**config.mk**
```make
export PLATFORM = sky130hd
export DESIGN_NAME = audio_status_bank
export DESIGN_NICKNAME = d
export VERILOG_FILES = /design/src/hw/audio_status_bank.v
export VERILOG_INCLUDE_DIRS = /design/src /design/src/hw
export SDC_FILE = /design/constraint.sdc
export NUM_CORES = 1
export LEC_CHECK = 0
export ABC_AREA = 1
export BUFFER_PORTS_ARGS = -buffer_cell sky130_fd_sc_hd__buf_4
export CAP_MARGIN = 30
export CELL_PAD_IN_SITES_DETAIL_PLACEMENT = 1
export CELL_PAD_IN_SITES_GLOBAL_PLACEMENT = 2
export CORE_MARGIN = 2
export CORE_UTILIZATION = 23
export DETAILED_ROUTE_END_ITERATION = 7
export PLACE_DENSITY_LB_ADDON = 0.1
export SETUP_SLACK_MARGIN = 0.2
export SLEW_MARGIN = 20
export SYNTH_ARGS = -nofsm -noshare
export SYNTH_HDL_FRONTEND = slang
export SYNTH_SLANG_ARGS = --single-unit
```
**constraint.sdc**
```tcl
create_clock -name core_clk_i -period 1.3 [get_ports core_clk_i]
set_input_delay 0.26 -clock core_clk_i [delete_from_list [all_inputs] [get_ports core_clk_i]]
set_output_delay 0.26 -clock core_clk_i [all_outputs]
set_load 0.01 [all_outputs]
```
**src/hw/audio_status_regs.vh**
```
/*
  Offsets, field positions and reset values of the audio control,
  self-test return error and pin level status registers.
  Assumes inclusion by the register bank module only.
*/
`ifndef AUDIO_STATUS_REGS_VH
`define AUDIO_STATUS_REGS_VH

// ----------------------------------------------------------------
// Offsets
// ----------------------------------------------------------------
`define AUDIO_DATAPATH_CONTROL_ADDR  8'h1a
`define BACKCHANNEL_CRC_ERR_ADDR     8'h1b
`define PIN_LEVEL_STATUS_LOW_ADDR    8'h1c
`define PIN_LEVEL_STATUS_HIGH_ADDR   8'h1d

// ----------------------------------------------------------------
// Fields
// ----------------------------------------------------------------
`define BLOCK_REPEATER_MODE_BIT      7
`define AUX_AUDIO_MIRROR_BIT         3
`define SURROUND_ENABLE_BIT          0
`define SHARED_PIN_MSB               7
`define SHARED_PIN_LSB               5
`define LOCAL_PIN_MSB                3
`define LOCAL_PIN_LSB                0
`define PIN8_LEVEL_BIT               0

// ----------------------------------------------------------------
// Reset values
// ----------------------------------------------------------------
`define BLOCK_REPEATER_MODE_RST      1'h0
`define SURROUND_ENABLE_RST          1'h1
`define AUTO_DETECT_RST              1'h0
`define RDATA_RST                    8'h00
`define RVALID_RST                   1'h0
`define COUNT_RST                    8'h00
`define COUNT_MAX                    8'hff

`endif

```
**src/hw/audio_status_bank.v**
```verilog
/*
  Register bank: audio datapath control (0x1a), per-port self-test
  return CRC error count (0x1b) and pin level status (0x1c, 0x1d).
  Assumes a register access engine in front that gives one-cycle write
  and read strobes with an 8-bit offset, and that the port select
  bit, pin levels, error events and clear events are synchronous.
*/
// Contract
// - Bit7 set blocks repeater automatic mode detection
// - Bit0 surround enable, resets to one
// - Surround forces data-island transport only
// - Repeater in-band detection may override surround
// - Bit3 mirrors auxiliary audio enable, read only
// - Error count read only, clears on events
// - Count per port; select picks port 1
// - Port select routes port-specific register access
// - Bits 7-5 live shared pins, zero if second
// - Bits 3-0 local, remote if second selected
// - High status bit0 shows pin 8 level
`timescale 1ns/100ps
`include "audio_status_regs.vh"

module audio_status_bank #(
  parameter PORTS = 2
) (
  input  wire       core_clk_i,
  input  wire       rst_i,
  input  wire       reg_wr_i,
  input  wire       reg_rd_i,
  input  wire [7:0] reg_addr_i,
  input  wire [7:0] reg_wdata_i,
  input  wire       second_port_select_i,
  input  wire       repeater_mode_i,
  input  wire       inband_mode_valid_i,
  input  wire       inband_surround_i,
  input  wire       aux_audio_enable_i,
  input  wire [1:0] crc_error_i,
  input  wire [1:0] link_lost_i,
  input  wire [1:0] selftest_restart_i,
  input  wire [1:0] crc_error_reset_i,
  input  wire       pin7_level_i,
  input  wire       pin6_level_i,
  input  wire       pin5_level_i,
  input  wire [3:0] pin_low_level_i,
  input  wire [3:0] remote_pin_level_i,
  input  wire       pin8_level_i,
  output reg  [7:0] reg_rdata_o,
  output reg        reg_rvalid_o,
  output reg        surround_active_o,
  output reg        data_island_only_o,
  output reg        auto_mode_detect_o
);

  // ----------------------------------------------------------------
  // Control state and decode
  // ----------------------------------------------------------------
  reg                block_repeater_ff;
  reg                surround_ff;
  reg                nxt_block_repeater;
  reg                nxt_surround;
  reg                hit_ctl;
  reg                hit_cnt;
  reg                hit_sts_low;
  reg                hit_sts_high;
  reg                ctl_wr;

  // ----------------------------------------------------------------
  // Mode and read path signals
  // ----------------------------------------------------------------
  reg                detect_allowed;
  reg                inband_override;
  reg                nxt_surround_active;
  reg                nxt_island_only;
  reg                nxt_auto_mode_detect;
  // Counts flattened so that every slice has one driver
  wire [8*PORTS-1:0] err_cnt_all;
  wire [2:0]         shared_pin_live;
  wire [2:0]         shared_pin_rd;
  wire [3:0]         low_pin_rd;
  reg  [7:0]         ctl_rd;
  reg  [7:0]         cnt_rd;
  reg  [7:0]         sts_low_rd;
  reg  [7:0]         sts_high_rd;
  reg  [7:0]         nxt_rdata;
  reg                nxt_rvalid;

  // ----------------------------------------------------------------
  // Address decode
  // ----------------------------------------------------------------
  always @* begin
    hit_ctl      = (reg_addr_i == `AUDIO_DATAPATH_CONTROL_ADDR);
    hit_cnt      = (reg_addr_i == `BACKCHANNEL_CRC_ERR_ADDR);
    hit_sts_low  = (reg_addr_i == `PIN_LEVEL_STATUS_LOW_ADDR);
    hit_sts_high = (reg_addr_i == `PIN_LEVEL_STATUS_HIGH_ADDR);
  end

  // ----------------------------------------------------------------
  // Control register write
  // ----------------------------------------------------------------
  // Writes to status or unmapped offsets fall away
  always @* begin
    ctl_wr = reg_wr_i && hit_ctl;
  end

  // Only bits 7 and 0 are writable; the rest are dropped
  always @* begin
    nxt_block_repeater = block_repeater_ff;
    nxt_surround       = surround_ff;
    if (ctl_wr) begin
      nxt_block_repeater = reg_wdata_i[`BLOCK_REPEATER_MODE_BIT];
      nxt_surround       = reg_wdata_i[`SURROUND_ENABLE_BIT];
    end
  end

  always @(posedge core_clk_i) begin
    if (rst_i) begin
      block_repeater_ff <= `BLOCK_REPEATER_MODE_RST;
      surround_ff       <= `SURROUND_ENABLE_RST;
    end else begin
      block_repeater_ff <= nxt_block_repeater;
      surround_ff       <= nxt_surround;
    end
  end

  // ----------------------------------------------------------------
  // Effective audio mode
  // ----------------------------------------------------------------
  // Detection only acts in a repeater and only when not blocked
  always @* begin
    detect_allowed = repeater_mode_i && !block_repeater_ff;
  end

  // Stored bit stands unless detection is allowed and valid in-band information is present
  always @* begin
    inband_override = detect_allowed && inband_mode_valid_i;
  end

  always @* begin
    nxt_surround_active = surround_ff;
    if (inband_override) begin
      nxt_surround_active = inband_surround_i;
    end
  end

  // Surround has no transport but the data-island one
  always @* begin
    nxt_island_only      = nxt_surround_active;
    nxt_auto_mode_detect = detect_allowed;
  end

  // ----------------------------------------------------------------
  // Mode outputs
  // ----------------------------------------------------------------
  // Registered: one cycle late, but free of decode glitches
  always @(posedge core_clk_i) begin
    if (rst_i) begin
      surround_active_o <= `SURROUND_ENABLE_RST;
    end else begin
      surround_active_o <= nxt_surround_active;
    end
  end

  always @(posedge core_clk_i) begin
    if (rst_i) begin
      data_island_only_o <= `SURROUND_ENABLE_RST;
    end else begin
      data_island_only_o <= nxt_island_only;
    end
  end

  always @(posedge core_clk_i) begin
    if (rst_i) begin
      auto_mode_detect_o <= `AUTO_DETECT_RST;
    end else begin
      auto_mode_detect_o <= nxt_auto_mode_detect;
    end
  end

  // ----------------------------------------------------------------
  // Per-port error counters
  // ----------------------------------------------------------------
  genvar p;
  generate
    for (p = 0; p < PORTS; p = p + 1) begin : g_port
      reg  [7:0] cnt_ff;
      reg  [7:0] nxt_cnt;
      wire       clr;
      wire       sat;
      wire       inc;

      // Any of the three clear sources empties the count
      assign clr = link_lost_i[p] || selftest_restart_i[p] ||
                   crc_error_reset_i[p];
      // Saturate at the top rather than wrap to a small value
      assign sat = (cnt_ff == `COUNT_MAX);
      assign inc = crc_error_i[p] && !sat;

      // Clear wins over a same-cycle error
      always @* begin
        nxt_cnt = cnt_ff;
        if (clr) begin
          nxt_cnt = `COUNT_RST;
        end else if (inc) begin
          nxt_cnt = cnt_ff + 8'h01;
        end
      end

      always @(posedge core_clk_i) begin
        if (rst_i) begin
          cnt_ff <= `COUNT_RST;
        end else begin
          cnt_ff <= nxt_cnt;
        end
      end

      // No write path reaches the count; it is read only
      assign err_cnt_all[8*p +: 8] = cnt_ff;
    end
  endgenerate

  // ----------------------------------------------------------------
  // Port routing of the count
  // ----------------------------------------------------------------
  // Port 1 copy while the select is set, port 0 copy otherwise
  always @* begin
    if (second_port_select_i) begin
      cnt_rd = err_cnt_all[15:8];
    end else begin
      cnt_rd = err_cnt_all[7:0];
    end
  end

  // ----------------------------------------------------------------
  // Pin level status
  // ----------------------------------------------------------------
  // Levels are live at the read edge, never latched
  assign shared_pin_live = {pin7_level_i, pin6_level_i, pin5_level_i};

  genvar b;
  generate
    for (b = 0; b < 4; b = b + 1) begin : g_low_pin
      // The remote level stands in for the local one in the port 1 view
      assign low_pin_rd[b] = second_port_select_i ?
                             remote_pin_level_i[b] :
                             pin_low_level_i[b];
    end
    for (b = 0; b < 3; b = b + 1) begin : g_shared_pin
      // Shared pins have no port 1 copy, so that view reads zero
      assign shared_pin_rd[b] = !second_port_select_i &&
                                shared_pin_live[b];
    end
  endgenerate

  always @* begin
    sts_low_rd = 8'h00;
    sts_low_rd[`SHARED_PIN_MSB:`SHARED_PIN_LSB] = shared_pin_rd;
    sts_low_rd[`LOCAL_PIN_MSB:`LOCAL_PIN_LSB]   = low_pin_rd;
  end

  always @* begin
    sts_high_rd = 8'h00;
    sts_high_rd[`PIN8_LEVEL_BIT] = pin8_level_i;
  end

  // ----------------------------------------------------------------
  // Control register read
  // ----------------------------------------------------------------
  always @* begin
    ctl_rd = 8'h00;
    ctl_rd[`BLOCK_REPEATER_MODE_BIT] = block_repeater_ff;
    ctl_rd[`AUX_AUDIO_MIRROR_BIT]    = aux_audio_enable_i;
    ctl_rd[`SURROUND_ENABLE_BIT]     = surround_ff;
  end

  // ----------------------------------------------------------------
  // Read path
  // ----------------------------------------------------------------
  // Unmapped offsets select nothing and read as zero
  always @* begin
    nxt_rdata  = ({8{hit_ctl}}      & ctl_rd)     |
                 ({8{hit_cnt}}      & cnt_rd)     |
                 ({8{hit_sts_low}}  & sts_low_rd) |
                 ({8{hit_sts_high}} & sts_high_rd);
    nxt_rvalid = reg_rd_i;
  end

  // Read data holds until the next read strobe
  always @(posedge core_clk_i) begin
    if (rst_i) begin
      reg_rdata_o <= `RDATA_RST;
    end else if (reg_rd_i) begin
      reg_rdata_o <= nxt_rdata;
    end
  end

  always @(posedge core_clk_i) begin
    if (rst_i) begin
      reg_rvalid_o <= `RVALID_RST;
    end else begin
      reg_rvalid_o <= nxt_rvalid;
    end
  end

endmodule // audio_status_bank

```
==> impl_metrics.ini, run 1 <==
[outcome]
outcome = finished, final reports clean

[timing]
period_minus_slack_ns = 1.22
max_freq_mhz = 820
finalCritPeriodShare = 0.938
relSlewSlack = 0.749
setup_violations = 0
tightest_slew_ns = 0.374
finalSetupTns_ns = 0
rsz0062_at_grt = true
skew_ns = 0.00380
final_max_slew_viol_count = 0
hold_viol = 0
layout_setup_ws_ns = 0.0805

[pwr]
peakVddDrop_mv = 0.373
total_power_w = 0.00196
leakage_nw = 1.21
p_per_area_nw_per_um2 = 729

[clocking]
clk_path_buf_depth = 2
cts_buffers = 5
ctsHtreeMaxLevel = 2
cts_sinks = 29
cts_tree = yes
cts-root-buf = clkbuf_8
cts.clk_slew.worst_paths_ns = 0.07
clock_latency_ns = 0.28

[grt]
grt_usage = 0.144
grt_max_degree = 20
grt_antenna_before_repair = 0
grt_pass1_wl_um = 9670
grt_pass1_vias = 2030
grt_overflow = 0

[placement]
hpwl_um = 4540
gp_congestion = 0.752
dp_slack_ns = 0.00414
place_area_um2 = 2420
port_buffers = 50

[finish]
drive_above_1_share = 0.382
regArea_um2 = 593
design_area_um2 = 2690
multi_input_area_um2 = 1110
most-common-layout-cells = nand2_1, buf_4, inv_1
nets = 405
diodes = 0
final_util = 0.369
num-fill-cells = 955
area_growth_pct = 55.0

[synthesis]
yosysWarnings = 0
synth_cells = 278
yosysSeqAreaShare = 0.334
synthDistinctLibCells = 23
syn_area_um2 = 1740
async_flop_share = 0
synth_nets = 325
synth_flop_cell = dfxtp_1
avgSynthCellArea_um2 = 6.25
ys_seq_elements = 29
synth-edff-count = 0

[critical_path]
cp.arrival_ns = 1.39
endpoint = g_port[0].cnt_ff[3]$_SDFFE_PP0P_
r2r_setup_slack_ns = 0.08
worstSetupStartpointType = flip-flop
cp_max_fo = 3
r2r-start = g_port[0].cnt_ff[0]$_SDFFE_PP0P_
end_kind = flip-flop
critical_path_class = reg2reg
r2r-end = g_port[0].cnt_ff[3]$_SDFFE_PP0P_
crit_start = g_port[0].cnt_ff[0]$_SDFFE_PP0P_
cp.required_ns = 1.47
reg2reg_depth = 8

[route]
ant_nets = 0
routed_wl_um = 5690
drt_iter0_drc = 36
vias = 2010
first_pass_iters = 4
wire_per_inst_um = 12.4
via_per_inst = 4.39
drc_errors = 0

[floorplan]
dieArea_um2 = 8270
core_area_um2 = 7290
ios = 57
fp.dieH_um = 90.9
die_w_um = 90.9
start_util = 0.238
rows = 31

[flow_run]
maxCapViolations = 0

[min_path]
hold_class = in2reg
[power by group]
group	internal [W]	total, W	switching (W)
clock	0.000371	0.000746	0.000375
sequential	0.000902	0.000910	0.00000863
combinational	0.000156	0.000308	0.000152
[critical path: stages, from the launching register on]
cell and delay (ns):
dfxtp_2 0.34, ha_4 0.16, inv_4 0.05, nor2_4 0.04, nand2_2 0.08, nand2_4 0.07, buf_6 0.12, nor3_1 0.16
nor2_1 0.09
[worst min-delay path by stage]
stage                                      from  cells past startpoint  slack (ns)                             to
floorplan                       repeater_mode_i                      2        0.38  auto_mode_detect_o$_SDFF_PP0_
global placement    reg_rdata_o[4]$_SDFFE_PP0P_                      2        0.47    reg_rdata_o[4]$_SDFFE_PP0P_
detailed placement  reg_rdata_o[4]$_SDFFE_PP0P_                      2        0.47    reg_rdata_o[4]$_SDFFE_PP0P_
CTS                             repeater_mode_i                      3        0.21  auto_mode_detect_o$_SDFF_PP0_
global route                    repeater_mode_i                      3        0.24  auto_mode_detect_o$_SDFF_PP0_
finish                          repeater_mode_i                      3        0.21  auto_mode_detect_o$_SDFF_PP0_
[state kept, by name (all words and copies together) (netlist names)]
| name | cells |
|---|---|
| auto_mode_detect_o | 1 |
| block_repeater_ff | 1 |
| data_island_only_o | 1 |
| g_port.cnt_ff | 16 |
| reg_rdata_o | 8 |
| reg_rvalid_o | 1 |
| surround_ff | 1 |
[cells by family after synthesis]
| group | after synthesis | share of synthesized area |
|---|---|---|
| AND/OR/NAND/NOR | 166 | 0.429 |
| buffers and inverters | 45 | 0.112 |
| AO/OA/AOI/OAI | 33 | 0.0950 |
| flip-flops | 29 | 0.334 |
| XOR/XNOR | 3 | 0.0151 |
| adder cells (fa/ha/maj) | 2 | 0.0144 |
[stage by stage]
stage	hold slack [ns]	instances
after floorplan	0.381	278
after global placement	0.467	443
after detailed placement	0.469	443
after CTS	0.209	458
after global routing	0.237	458
final	0.214	458
[synth_stat cells (3+ instances only)]
master	count	area, µm²
a21oi_1	13	65.1
buf_4	4	30.0
dfxtp_1	29	581
inv_1	36	135
nand2_1	82	308
nand3_1	28	140
nand4_1	6	37.5
nor2_1	35	131
nor2_2	5	31.3
nor3_1	4	20.0
o21ai_0	18	90.1
xor2_1	3	26.3
[layer usage]
metal | wire length, µm | vias up | track usage | share of wire
li1 | - | 1039 | - | -
met1 | 2650 | 931 | 0.190 | 0.47
met2 | 2740 | 34 | 0.236 | 0.48
met3 | 220 | 6 | 0.0342 | 0.039
met4 | 76 | 0 | 0.0404 | 0.013
met5 | 0 | - | 0 | 0
[what timing repair did]
item	4_1_cts	5_1_grt
setup endpoints to repair	17	23
buffers inserted	6	0
resized for setup	23	25
pin swaps	12	6
hold buffers	0	0
gates cloned	1	0
[cell type report]
class | count | area share
multi-input combinational | 204 | 0.414
timing repair buffer | 79 | 0.230
sequential | 29 | 0.220
inverter | 38 | 0.0576
tap | 99 | 0.0460
clock buffer | 6 | 0.0269
clock inverter | 2 | 0.00372
timing repair inverter | 1 | 0.00139
Note: power is estimated with default switching activity, not from simulation.
==> run 2, diff against run 1 <==
--- a/config.mk
+++ b/config.mk
@@ -6,13 +6,13 @@
 export SDC_FILE = /design/constraint.sdc
 export NUM_CORES = 1
 export LEC_CHECK = 0
-export ABC_AREA = 1
+export ABC_AREA = 0
 export BUFFER_PORTS_ARGS = -buffer_cell sky130_fd_sc_hd__buf_4
 export CAP_MARGIN = 30
 export CELL_PAD_IN_SITES_DETAIL_PLACEMENT = 1
 export CELL_PAD_IN_SITES_GLOBAL_PLACEMENT = 2
 export CORE_MARGIN = 2
-export CORE_UTILIZATION = 23
+export CORE_UTILIZATION = 25
 export DETAILED_ROUTE_END_ITERATION = 7
 export PLACE_DENSITY_LB_ADDON = 0.1
 export SETUP_SLACK_MARGIN = 0.2
==> impl_metrics.ini, run 2 <==
[timing]
hold_viol = 0
finalCritPeriodShare = 1.01
final_max_slew_viol_count = 0
relSlewSlack = 0.797
skew_ns = 0.00671
setup_violations = 1
layout_setup_ws_ns = -0.0109
tightest_slew_ns = 0.303
max_freq_mhz = 763
rsz0062_at_grt = true
period_minus_slack_ns = 1.31

[route]
ant_nets = 0
vias = 1674
drc_errors = 0
drt_iter0_drc = 47
first_pass_iters = 4
wire_per_inst_um = 16.8
routed_wl_um = 5620
via_per_inst = 5.00

[synthesis]
synth_nets = 221
synth_flop_cell = dfxtp_1
ys_top_cells_by_area = dfxtp_1, mux2i_1, nor2_1
syn_area_um2 = 1590
synthDistinctLibCells = 50
netlist.area_leader.share = 0.366
yosysWarnings = 0
synth_most_common_cell = dfxtp_1
avgSynthCellArea_um2 = 9.13
synth-edff-count = 0
async_flop_share = 0
yosys.area.top_type = dfxtp_1
synthTopCellsByCount = dfxtp_1, nor2_1, nand3_1, mux2i_1, a21oi_1
synth_cells = 174
ys_seq_elements = 29
yosysSeqAreaShare = 0.366

[finish]
nets = 304
num-fill-cells = 709
top_regs = g_port.cnt_ff: 16 flops, reg_rdata_o: 8 flops
regMostFlops = g_port.cnt_ff
most-common-layout-cells = buf_4, dfxtp_1, nor2_1
area_growth_pct = 68.0
multi_input_area_um2 = 1160
largest_reg_flops = 16
regArea_um2 = 607
diodes = 0
drive_above_1_share = 0.605
design_area_um2 = 2670
final_common_cell = buf_4

[pwr]
leakage_nw = 1.06
p_per_area_nw_per_um2 = 708
peakVddDrop_mv = 0.352
total_power_w = 0.00189

[min_path]
hold_depth = 2
hp-start = reg_wdata_i[0]
hold_class = in2reg
hold_path_end = surround_ff$_SDFFE_PP1P_

[clocking]
cts-root-buf = clkbuf_8
cts_tree = yes
ctsHtreeMaxLevel = 2
clk_path_buf_depth = 2
cts_sinks = 29
clock_latency_ns = 0.29
cts.clk_slew.worst_paths_ns = 0.06
cts_buffers = 5

[grt]
grtUsageMet2 = 0.276
use_met1 = 0.195
grt_pass1_wl_um = 8950
top_usage_layer = met2
grt_pass1_vias = 1801
grt_max_degree = 12
grt_overflow = 0
grt_usage = 0.161
grt_antenna_before_repair = 0
grtUsageMet3 = 0.0415

[placement]
place_area_um2 = 2270
gp_congestion = 0.859
hpwl_um = 4130
port_buffers = 50

[floorplan]
dieArea_um2 = 7000
start_util = 0.254
die_w_um = 83.7
ios = 57
core_area_um2 = 6240
fp.dieH_um = 83.7
rows = 29

[critical_path]
cp.arrival_ns = 1.49
cp_max_fo = 5
critical_path_class = reg2reg
worstSetupStartpointType = flip-flop
r2r-start = g_port[1].cnt_ff[0]$_SDFFE_PP0P_
reg2reg_depth = 5
r2r-end = g_port[1].cnt_ff[7]$_SDFFE_PP0P_
end_kind = flip-flop
r2r_setup_slack_ns = -0.01
cp.required_ns = 1.48

[outcome]
outcome = finished with violations
violations = negative setup slack

[flow_run]
maxCapViolations = 0
[run 2: cell families after synthesis]
logic type | after synthesis | synth area share
simple gates | 67 | 0.253
xor+xnor | 6 | 0.0331
fa+ha+maj | 2 | 0.0158
mux | 14 | 0.0914
flops | 29 | 0.366
buf+inv | 17 | 0.0567
compound gates | 39 | 0.184
[run 2: worst max-delay path by stage]
stage | endpoint | depth (start not counted) | slack [ns] | start
global route | g_port[1].cnt_ff[1]$_SDFFE_PP0P_ | 5 | -0.04 | g_port[1].cnt_ff[1]$_SDFFE_PP0P_
floorplan | g_port[1].cnt_ff[7]$_SDFFE_PP0P_ | 6 | -0.01 | g_port[1].cnt_ff[0]$_SDFFE_PP0P_
finish | g_port[1].cnt_ff[7]$_SDFFE_PP0P_ | 5 | -0.01 | g_port[1].cnt_ff[0]$_SDFFE_PP0P_
detailed placement | surround_ff$_SDFFE_PP1P_ | 5 | -0.15 | reg_addr_i[6]
CTS | g_port[1].cnt_ff[7]$_SDFFE_PP0P_ | 5 | 0.009 | g_port[1].cnt_ff[0]$_SDFFE_PP0P_
global placement | surround_ff$_SDFFE_PP1P_ | 5 | -0.12 | reg_addr_i[6]
[run 2: power breakdown]
group	total (W)	internal (W)	switching (W)
logic	0.000255	0.000147	0.000108
registers	0.000892	0.000887	0.00000507
clock network	0.000742	0.000380	0.000362
[run 2: worst max-delay path, cell delays in order, from the launching register on]
cell and delay [ns]:
dfxtp_2 0.36, ha_4 0.13, and4_4 0.25, and4bb_2 0.26, xnor2_2 0.15, nor2_1 0.05
[run 2: stage by stage]
step           cells  TNS, ns  hold slack, ns   util  setup WS, ns
4_1_cts          330        0           0.177  0.407       0.00899
5_1_grt          335   -0.184           0.175  0.427       -0.0405
6_report         335  -0.0109           0.180  0.427       -0.0109
3_5_place_dp     316   -0.815           0.464  0.364        -0.154
2_1_floorplan    174  -0.0135           0.357      -       -0.0135
3_3_place_gp     316   -0.489           0.463  0.364        -0.116
[run 2: what timing repair did]
| item | CTS | global route |
|---|---|---|
| setup buffers | 6 | 5 |
| hold buffers | 0 | 0 |
| endpoints found under the setup margin | 20 | 25 |
| gates resized for setup | 37 | 24 |
| pin swaps | 18 | 23 |
[run 2: layout make-up]
class | count | share of cell area
flip-flops and latches | 29 | 0.227
repair buffers | 89 | 0.265
multi-input cells | 128 | 0.436
clock buffers | 8 | 0.0300
well taps | 77 | 0.0361
inverters | 4 | 0.00563
[run 2: routing by layer]
metal  share of wire  vias up
met4           0.012        0
li1                -      821
met3           0.037        8
met1            0.43      810
met2            0.52       35
met5               0        -
